==> src/ppu_pkg.sv <==
// Purpose: constants, register map and carrier types of the pattern pulse unit
// Assumes: 8-bit register port, 16 pattern pins in four 4-bit groups
// Notes: trigger pulses come from the timer unit, one clock wide
// Contract
// same trigger for groups 0 and 1: all eight low next bits at one address
// different triggers: nibbles at two addresses, unused nibble reads ones, ignores writes
// selected trigger copies the group's enabled next bits into the output pattern
// group 3 trigger select at bits 7:6, reset 11, channel 0 to 3
// group 2 trigger select at bits 5:4, reset 11, channel 0 to 3
// polarity bit 7 for group 3, bit 6 for group 2, reset 1, 0 inverts
// inverted group drives pin low for pattern 1 and high for pattern 0
// nonoverlap bit 3 for group 3, bit 2 for group 2, reset 0
// pin is driven only when direction bit and enable bit are both 1
// the output pattern value drives the pin before any trigger
// software loads the next pattern before the next trigger
// nonoverlap mode: match A copies every enabled next bit
// nonoverlap mode: match B copies only enabled next bits holding 0
// nonoverlap mode: software leaves next pattern alone between match B and A
// only bits whose enable is 1 are ever copied by a trigger
// output pattern bit ignores software writes while its enable is set
// transfer happens on every trigger regardless of pin usage
// timer gives match A and B as one-clock pulses on this clock
package ppu_pkg;

  localparam int PPU_ADDR_W = 4;
  localparam int PPU_DATA_W = 8;
  localparam int PPU_NUM_GRP = 4;
  localparam int PPU_NUM_CH = 4;
  localparam int PPU_GRP_W = 4;
  localparam int PPU_PIN_W = 16;
  localparam int PPU_SEL_W = 2;

  // register offsets
  localparam logic [3:0] PPU_OFS_ENA_HI = 4'h0;
  localparam logic [3:0] PPU_OFS_ENA_LO = 4'h1;
  localparam logic [3:0] PPU_OFS_OUT_HI = 4'h2;
  localparam logic [3:0] PPU_OFS_OUT_LO = 4'h3;
  localparam logic [3:0] PPU_OFS_NEXT_HI = 4'h4;
  localparam logic [3:0] PPU_OFS_NEXT_LO = 4'h5;
  localparam logic [3:0] PPU_OFS_NEXT_HI_ALT = 4'h6;
  localparam logic [3:0] PPU_OFS_NEXT_LO_ALT = 4'h7;
  localparam logic [3:0] PPU_OFS_TRIG_SEL = 4'h8;
  localparam logic [3:0] PPU_OFS_MODE = 4'h9;
  localparam logic [3:0] PPU_OFS_DIR_HI = 4'hA;
  localparam logic [3:0] PPU_OFS_DIR_LO = 4'hB;

  // field positions: group g uses select bits 2g+1:2g; groups 2 and 3 also use polarity bit 4+g, nonoverlap bit g
  localparam int PPU_POL_BASE = 4;
  localparam int PPU_NOV_BASE = 0;
  localparam int PPU_MODE_GRP_LO = 2;

  // reset values
  localparam logic [7:0] PPU_RST_TRIG_SEL = 8'hFF;
  localparam logic [7:0] PPU_RST_MODE = 8'hF0;
  localparam logic [7:0] PPU_RST_ZERO = 8'h00;
  localparam logic [15:0] PPU_RST_PINS = 16'h0000;
  localparam logic [3:0] PPU_NIB_ONES = 4'hF;
  localparam logic [7:0] PPU_READ_UNMAPPED = 8'h00;

  typedef struct packed {
    logic [PPU_SEL_W-1:0] sel;
    logic polarity;
    logic nonoverlap;
  } ppu_grp_cfg_s;

endpackage : ppu_pkg

==> src/ppu_group.sv <==
// Purpose: per-group trigger selection and transfer mask
// Assumes: match pulses are one clock wide and synchronous
// Notes: purely combinational; the caller registers the result
`timescale 1ns/1ps
module ppu_group
  import ppu_pkg::*;
#(
  parameter int NUM_CH = PPU_NUM_CH,
  parameter int GRP_W = PPU_GRP_W
) (
  input wire ppu_grp_cfg_s cfg_i,
  input wire logic [NUM_CH-1:0] cmp_a_i,
  input wire logic [NUM_CH-1:0] cmp_b_i,
  input wire logic [GRP_W-1:0] enable_i,
  input wire logic [GRP_W-1:0] next_i,
  output logic [GRP_W-1:0] load_o
);

  wire hit_a;
  wire hit_b;
  wire [GRP_W-1:0] mask_a;
  wire [GRP_W-1:0] mask_b;

  assign hit_a = cmp_a_i[cfg_i.sel];
  assign hit_b = cmp_b_i[cfg_i.sel] & cfg_i.nonoverlap;
  assign mask_a = hit_a ? enable_i : '0;
  assign mask_b = hit_b ? (enable_i & ~next_i) : '0;
  assign load_o = mask_a | mask_b;

endmodule : ppu_group

==> src/ppu_top.sv <==
// Purpose: pattern pulse unit, register port, transfer and pin drive
// Assumes: register port reads answer one cycle later; ce_i low freezes all state
// Notes: pins follow the output pattern with one cycle of register delay
`timescale 1ns/1ps
module ppu_top
  import ppu_pkg::*;
#(
  parameter int NUM_CH = PPU_NUM_CH
) (
  input wire logic clk_i,
  input wire logic sys_rst_i,
  input wire logic ce_i,
  input wire logic [PPU_ADDR_W-1:0] addr_i,
  input wire logic [PPU_DATA_W-1:0] wdata_i,
  input wire logic we_i,
  input wire logic re_i,
  output logic [PPU_DATA_W-1:0] rdata_o,
  input wire logic [NUM_CH-1:0] cmp_a_i,
  input wire logic [NUM_CH-1:0] cmp_b_i,
  output logic [PPU_PIN_W-1:0] pulse_o,
  output logic [PPU_PIN_W-1:0] pulse_oe_n_o
);

  // view of one next-pattern byte at an address; hidden nibble reads ones
  function automatic logic [7:0] next_view(input logic [7:0] data, input logic same, input logic prim);
    logic [7:0] v;
    v = '1;
    if (same) begin
      v = prim ? data : '1;
    end else begin
      v = prim ? {data[7:4], PPU_NIB_ONES} : {PPU_NIB_ONES, data[3:0]};
    end
    return v;
  endfunction : next_view

  // writable bits of one next-pattern byte for a given address
  function automatic logic [7:0] next_wmask(input logic same, input logic prim, input logic alt);
    logic [7:0] m;
    m = '0;
    if (same) begin
      m = prim ? 8'hFF : 8'h00;
    end else if (prim) begin
      m = 8'hF0;
    end else if (alt) begin
      m = 8'h0F;
    end
    return m;
  endfunction : next_wmask

  // merge write data into a register under a bit mask
  function automatic logic [7:0] merge(input logic [7:0] old, input logic [7:0] wd, input logic [7:0] m);
    return (old & ~m) | (wd & m);
  endfunction : merge

  logic [PPU_PIN_W-1:0] ena_q, ena_d;
  logic [PPU_PIN_W-1:0] out_q, out_d;
  logic [PPU_PIN_W-1:0] next_q, next_d;
  logic [PPU_PIN_W-1:0] dir_q, dir_d;
  logic [7:0] trig_sel_q, trig_sel_d;
  logic [7:0] mode_q, mode_d;
  logic [PPU_DATA_W-1:0] rdata_q, rdata_d;
  logic [PPU_PIN_W-1:0] pin_q, pin_d;
  logic [PPU_PIN_W-1:0] oe_n_q, oe_n_d;

  ppu_grp_cfg_s grp_cfg [PPU_NUM_GRP];
  wire [PPU_PIN_W-1:0] load;
  wire [PPU_PIN_W-1:0] pol_mask;

  // address decode
  wire wr_ena_hi = we_i && (addr_i == PPU_OFS_ENA_HI);
  wire wr_ena_lo = we_i && (addr_i == PPU_OFS_ENA_LO);
  wire wr_out_hi = we_i && (addr_i == PPU_OFS_OUT_HI);
  wire wr_out_lo = we_i && (addr_i == PPU_OFS_OUT_LO);
  wire wr_next_hi = we_i && (addr_i == PPU_OFS_NEXT_HI);
  wire wr_next_lo = we_i && (addr_i == PPU_OFS_NEXT_LO);
  wire wr_next_hi_alt = we_i && (addr_i == PPU_OFS_NEXT_HI_ALT);
  wire wr_next_lo_alt = we_i && (addr_i == PPU_OFS_NEXT_LO_ALT);
  wire wr_trig = we_i && (addr_i == PPU_OFS_TRIG_SEL);
  wire wr_mode = we_i && (addr_i == PPU_OFS_MODE);
  wire wr_dir_hi = we_i && (addr_i == PPU_OFS_DIR_HI);
  wire wr_dir_lo = we_i && (addr_i == PPU_OFS_DIR_LO);

  // groups sharing a trigger see one combined byte
  wire same_hi = (trig_sel_q[7:6] == trig_sel_q[5:4]);
  wire same_lo = (trig_sel_q[3:2] == trig_sel_q[1:0]);

  wire [7:0] next_wm_hi = next_wmask(same_hi, wr_next_hi, wr_next_hi_alt);
  wire [7:0] next_wm_lo = next_wmask(same_lo, wr_next_lo, wr_next_lo_alt);

  // software may only write output pattern bits whose enable is clear
  wire [7:0] out_wm_hi = wr_out_hi ? ~ena_q[15:8] : 8'h00;
  wire [7:0] out_wm_lo = wr_out_lo ? ~ena_q[7:0] : 8'h00;

  // group configuration; low groups are fixed direct and normal
  genvar g;
  generate
    for (g = 0; g < PPU_NUM_GRP; g++) begin : gen_grp
      if (g >= PPU_MODE_GRP_LO) begin : gen_mode
        assign grp_cfg[g].polarity = mode_q[PPU_POL_BASE+g];
        assign grp_cfg[g].nonoverlap = mode_q[PPU_NOV_BASE+g];
      end else begin : gen_fixed
        assign grp_cfg[g].polarity = 1'b1;
        assign grp_cfg[g].nonoverlap = 1'b0;
      end
      assign grp_cfg[g].sel = trig_sel_q[PPU_SEL_W*g +: PPU_SEL_W];
      assign pol_mask[PPU_GRP_W*g +: PPU_GRP_W] = {PPU_GRP_W{~grp_cfg[g].polarity}};

      ppu_group #(
        .NUM_CH(NUM_CH),
        .GRP_W(PPU_GRP_W)
      ) u_group (
        .cfg_i(grp_cfg[g]),
        .cmp_a_i(cmp_a_i),
        .cmp_b_i(cmp_b_i),
        .enable_i(ena_q[PPU_GRP_W*g +: PPU_GRP_W]),
        .next_i(next_q[PPU_GRP_W*g +: PPU_GRP_W]),
        .load_o(load[PPU_GRP_W*g +: PPU_GRP_W])
      );
    end
  endgenerate

  // register next values
  assign ena_d = {wr_ena_hi ? wdata_i : ena_q[15:8], wr_ena_lo ? wdata_i : ena_q[7:0]};
  assign dir_d = {wr_dir_hi ? wdata_i : dir_q[15:8], wr_dir_lo ? wdata_i : dir_q[7:0]};
  assign trig_sel_d = wr_trig ? wdata_i : trig_sel_q;
  assign mode_d = wr_mode ? wdata_i : mode_q;
  assign next_d = {merge(next_q[15:8], wdata_i, next_wm_hi), merge(next_q[7:0], wdata_i, next_wm_lo)};

  // trigger transfer takes the old next value even when a write lands in the same cycle
  wire [PPU_PIN_W-1:0] out_sw = {merge(out_q[15:8], wdata_i, out_wm_hi), merge(out_q[7:0], wdata_i, out_wm_lo)};
  assign out_d = (out_sw & ~load) | (next_q & load);

  // pin drive follows the stored pattern from reset on
  assign pin_d = out_q ^ pol_mask;
  assign oe_n_d = ~(dir_q & ena_q);

  // read mux
  always_comb begin
    rdata_d = PPU_READ_UNMAPPED;
    if (re_i) begin
      case (addr_i)
        PPU_OFS_ENA_HI: rdata_d = ena_q[15:8];
        PPU_OFS_ENA_LO: rdata_d = ena_q[7:0];
        PPU_OFS_OUT_HI: rdata_d = out_q[15:8];
        PPU_OFS_OUT_LO: rdata_d = out_q[7:0];
        PPU_OFS_NEXT_HI: rdata_d = next_view(next_q[15:8], same_hi, 1'b1);
        PPU_OFS_NEXT_LO: rdata_d = next_view(next_q[7:0], same_lo, 1'b1);
        PPU_OFS_NEXT_HI_ALT: rdata_d = next_view(next_q[15:8], same_hi, 1'b0);
        PPU_OFS_NEXT_LO_ALT: rdata_d = next_view(next_q[7:0], same_lo, 1'b0);
        PPU_OFS_TRIG_SEL: rdata_d = trig_sel_q;
        PPU_OFS_MODE: rdata_d = mode_q;
        PPU_OFS_DIR_HI: rdata_d = dir_q[15:8];
        PPU_OFS_DIR_LO: rdata_d = dir_q[7:0];
        default: rdata_d = PPU_READ_UNMAPPED;
      endcase
    end
  end

  always_ff @(posedge clk_i or posedge sys_rst_i) begin
    if (sys_rst_i) begin
      ena_q <= PPU_RST_PINS;
      out_q <= PPU_RST_PINS;
      next_q <= PPU_RST_PINS;
      dir_q <= PPU_RST_PINS;
      trig_sel_q <= PPU_RST_TRIG_SEL;
      mode_q <= PPU_RST_MODE;
    end else if (ce_i) begin
      ena_q <= ena_d;
      out_q <= out_d;
      next_q <= next_d;
      dir_q <= dir_d;
      trig_sel_q <= trig_sel_d;
      mode_q <= mode_d;
    end
  end

  always_ff @(posedge clk_i or posedge sys_rst_i) begin
    if (sys_rst_i) begin
      rdata_q <= PPU_RST_ZERO;
      pin_q <= PPU_RST_PINS;
      oe_n_q <= ~PPU_RST_PINS;
    end else if (ce_i) begin
      rdata_q <= rdata_d;
      pin_q <= pin_d;
      oe_n_q <= oe_n_d;
    end
  end

  assign rdata_o = rdata_q;
  assign pulse_o = pin_q;
  assign pulse_oe_n_o = oe_n_q;

endmodule : ppu_top

==> config.mk <==
export PLATFORM = sky130hd
export DESIGN_NAME = ppu_top
export DESIGN_NICKNAME = d
export VERILOG_FILES = /design/src/ppu_pkg.sv /design/src/ppu_group.sv /design/src/ppu_top.sv
export SDC_FILE = /design/constraint.sdc
export NUM_CORES = 1
export LEC_CHECK = 0
export BUFFER_PORTS_ARGS = -buffer_cell sky130_fd_sc_hd__buf_2
export CORE_ASPECT_RATIO = 1.5
export CORE_UTILIZATION = 45
export CTS_BUF_LIST = sky130_fd_sc_hd__clkbuf_8
export DETAILED_ROUTE_END_ITERATION = 10
export SYNTH_ARGS = -nofsm -noshare
export SYNTH_HDL_FRONTEND = slang
export SYNTH_SLANG_ARGS = --single-unit
==> constraint.sdc <==
create_clock -name clk_i -period 4.1 [get_ports clk_i]
set_input_delay 0 -clock clk_i [delete_from_list [all_inputs] [get_ports clk_i]]
set_output_delay 0 -clock clk_i [all_outputs]
set_load 0.005 [all_outputs]
# [Yosys cells after proc, flatten, opt, wreduce, memory -nomap -nowiden]
# Index checks and enable logic that the tools add are counted.
[op_classes] order_cmp=4 n_eq_ne=13 n_mux=34 n_bitwise=35 reduce_logical=19
[ops] cell="case mux 8 bit (12 select lines)" count=1
[ops] cell="two-way mux 8 bit" count=9
[ops] cell="bitwise AND 8 bit" count=8
[ops] cell="bitwise AND 16 bit" count=3
[ops] cell="two-way mux 4 bit" count=12
[ops] cell="NOT 8 bit" count=6
[ops] cell="NOT 16 bit" count=2
[ops] cell="bitwise OR 8 bit" count=4
[ops] cell="equality test 4 x 3 -> 1 bit, second input constant" count=4
[ops] cell="equality test 4 bit, second input constant" count=4
[ops] cell="bitwise OR 16 bit" count=1
[ops] cell="XOR 16 bit" count=1
[ops] cell="binary-select mux 1 bit (select 2 bit)" count=6
[ops] cell="logical AND 1 bit" count=12
[ops] cell="< comparator 2 x 3 -> 1 bit, second input constant" count=4
[ops] cell="AND reduction 2 bit" count=6
[ops] cell="bitwise AND 4 bit" count=2
[ops] cell="equality test 4 x 2 -> 1 bit, second input constant" count=2
[ops] cell="NOT 4 bit" count=2
[ops] cell="bitwise OR 4 bit" count=2
[ops] cell="two-way mux 1 bit" count=6
[ops] cell="equality test 2 bit" count=2
[ops] cell="equality test 4 x 1 -> 1 bit, second input constant" count=1
[ops] cell="zero test 4 bit" count=1
[ops] cell="other kinds (2)" count=4
[word_totals] register_bits=120 in_bits=25 word_cells=116

# [Longest topological paths before layout]
[depth] ltp_word=8 mapped_depth=8 depth_no_buf=5

# [Modules after synthesis]
# Synthesis repeated with hierarchy kept, for this count alone.
[hier_totals] cells_unflattened=564 area_unflattened_um2=6398.6
[by_module_without_submodules] module="ppu_top" n_inst=1 cells_per_inst=492 area_per_inst_um2=5913.2 seq_area_each_um2=3037.9
[by_module_without_submodules] module="ppu_group" n_inst=4 cells_per_inst=18 area_per_inst_um2=121.4 seq_area_each_um2=0.0

# [Worst setup path after synthesis]
# No wires, ideal clock.
[synth_path] path_type="reg-to-reg" start="register trig_sel_q[4]" end="register (tool-made name)" arrival_time_ps=1872 t_required_ps=3975 slack_ps=2103 stages_incl_launch_ff=7 path_buffers=1 synth_period_minus_slack_ps=1997 cell_sequence="dfstp_2 -> buf_6 -> xor2_1 -> or3_1 -> and2_4 -> or3_4 -> mux2_4"
[synth_rtl] item="start, declared" line_no="ppu_top.sv:59" rtl="logic [7:0] trig_sel_q, trig_sel_d;"
[synth_rtl] item="start signal, assigned" line_no="ppu_top.sv:172" rtl="trig_sel_q <= trig_sel_d;"

==> flow_summary.toml <==
[status]
status = "finished with violations"
failed_checks = "design-rule violations"

[final_layout]
drive_gt1_share_pct = 36.6
fin_cells = 766
synthToLayoutAreaGrowth_pct = 12.7
antenna_cells = 0
fillers = 1238
final_nets = 616

[clock_tree]
cts.sinks = 120
insertion_delay_ns = 0.45
cts_made_buffers = 17
cts_hold_buf = 4
post_cts_buffers = 0
path_clk_slew_ns = 0.07
ctsRootBufferMaster = "clkbuf_8"
clockBufferDepth = 2
cts_tree = "done"
h-tree-depth = 4
ctsResizeCount = 0

[timing]
final_max_slew_viol_count = 0
hold_viol_final = 0
fin_skew_ns = 0.0114
tns_ns = 0
finalSetupViolations = 0
slew-limit-headroom_pct = 37.0
layout_min_cycle_time_ns = 2.12
rsz0062_at_grt = "false"
fmax_ghz = 0.471
final.period_utilization_pct = 51.7
worstMarginPinSlew_ns = 0.945

[hold_path]
hold_path.class = "in2reg"
holdPathStages = 2
hold_path_end = "ena_q[5]"
worstHoldStart = "wdata_i[5]"

[grt]
grt.overflow.total = 0
grt_pass1_vias = 4909
grt_use_total_pct = 25.6
antenna_found_initial = 0
grt_pass1_wl_um = 27400
grt_max_degree = 77

[worst_setup_path]
rr_worst_depth = 5
end_kind = "register"
path_max_fanout = 5
worstPathArrival_ns = 2.46
required_ns = 4.44
rrSetupSlack_ns = 1.98
crit_path_start_kind = "register"
worstSetupPathType = "reg2reg"
rr_startpoint = "trig_sel_q[6]"

[yosys]
synthCells = 543
synth_edf_count = 0
synth_cell_types = 54
synth.cell_area_um2 = 6190
ys.flop_type = "dfrtp_1"
syn_nets = 568
yosysWarningCount = 0
syn_area_per_cell_um2 = 11.4
synthArstFlopShare_pct = 100
ys_ff_latch = 120
ys_seq_area_share_pct = 49.1

[drt]
drc_errors = 14
drt_wl_total_um = 17200
postRouteAntennaNets = 0
routed_via_density = 6.26
dr.pass1.iters = 8
wire_per_inst_um = 22.5
drt_iter0_markers = 285
num_vias = 4793

[die]
fp.dieH_um = 146
die_w_um = 97.7
start_util_pct = 45.9
die-area_um2 = 14200
num_rows = 52
core_um2 = 13500
ios = 65

[placement]
gp_congestion = 0.897
port_buffers = 64
placed_cells = 730
place.detailed.hpwl_um = 12000

[pwr]
power-per-cell-area_nw_per_um2 = 556
ir_worst_vdd_v = 0.000205
leakage_nw = 2.91

[job]
cap_violations = 0
==> placed cells by master (no fill, tap or decap), drive strengths merged, types with 6 or more instances in the layout <==
cell type	count
a31oi	17
nor2	28
mux4	10
a21oi	35
nand2	24
nand3b	12
buf	66
nor3	7
clkinv	6
o22ai	8
clkbuf	19
mux2i	10
dfrtp	92
inv	7
xnor2	9
o21ai	34
a22o	13
mux2	83
nor2b	10
dfstp	28
o31ai	9
nand3	18
==> through the flow <==
step,utilization [%],power [mW],setup slack [ns],hold WS (ns),instance area [µm²]
final,51.8,3.88,1.98,0.0138,6970
after global routing,51.8,4.07,1.80,0.00968,6970
after global placement,48.2,2.67,1.78,0.259,6490
after CTS,51.8,3.89,1.96,0.00390,6970
after detailed placement,48.2,2.70,1.70,0.271,6490
after floorplan,-,2.35,0.961,0.243,6190
==> where the power goes <==
group	total (mW)	internal, mW	leakage, nW	switching, mW
clock	1.19	0.690	0.224	0.495
combinational	0.837	0.466	1.24	0.370
sequential	1.85	1.52	1.45	0.335
==> routing by layer <==
layer / track usage (%) / wire [µm] / share of wire [%]
met5: 0 / 0 / 0
met4: 17.4 / 1050 / 6.1
met3: 5.14 / 687 / 4.0
met2: 41.6 / 8610 / 50
met1: 30.6 / 6870 / 40
==> critical path: stages, from the launching register on <==
cell and delay [ns]:
dfstp_2 0.64, xor2_1 0.12, or3_1 0.38, and2_4 0.19
or3_4 0.38, mux2_4 0.31
==> synthesized netlist by cell type, types with 7 or more instances <==
cell type  count  area, µm²
a21oi_1       35        175
nor2b_1       10       62.6
dfrtp_1       92       2300
o22ai_1        8       50.1
nand3_1       18       90.1
clkbuf_1      24       90.1
mux4_2         9        203
mux2i_1       10        100
nand2_1       24       90.1
nor2_1        28        105
nand3b_1      12       90.1
xnor2_1        9       78.8
o31ai_1        9       67.6
o21ai_0       34        170
a31oi_1       17        106
dfstp_2       28        736
mux2_2        79        890
nor3_1         7       35.0
a22o_1        13        114
==> worst max-delay path by stage <==
stage,from,to,slack [ns],cells past startpoint
final,trig_sel_q[6],register,1.98,5
after global routing,trig_sel_q[1],register,1.80,5
after CTS,trig_sel_q[1],register,1.96,5
after detailed placement,addr_i[3],dir_q[8],1.70,5
after global placement,addr_i[3],dir_q[15],1.78,5
after floorplan,sys_rst_i,asynchronous set/reset pin,0.96,1
==> area by class of cell <==
cell class	instances	area, µm²	area share, %
Tap cell	162	203	2.91
Inverter	6	25.0	0.359
Clock buffer	19	262	3.75
Clock inverter	13	179	2.57
Multi-Input combinational cell	376	2890	41.5
Sequential cell	120	3040	43.6
Timing Repair Buffer	70	375	5.38
==> logic make-up (layout without fill, tap and decap cells) <==
group | Yosys count | in the layout | share of synthesized area (%)
AO/OA/AOI/OAI | 139 | 139 | 14.1
multiplexers | 103 | 103 | 20.7
AND/OR/NAND/NOR | 121 | 121 | 10.1
buffers and inverters | 47 | 108 | 4.15
XOR/XNOR | 13 | 13 | 1.84
flip-flops | 120 | 120 | 49.1
Power figures use the tool's default switching activity.
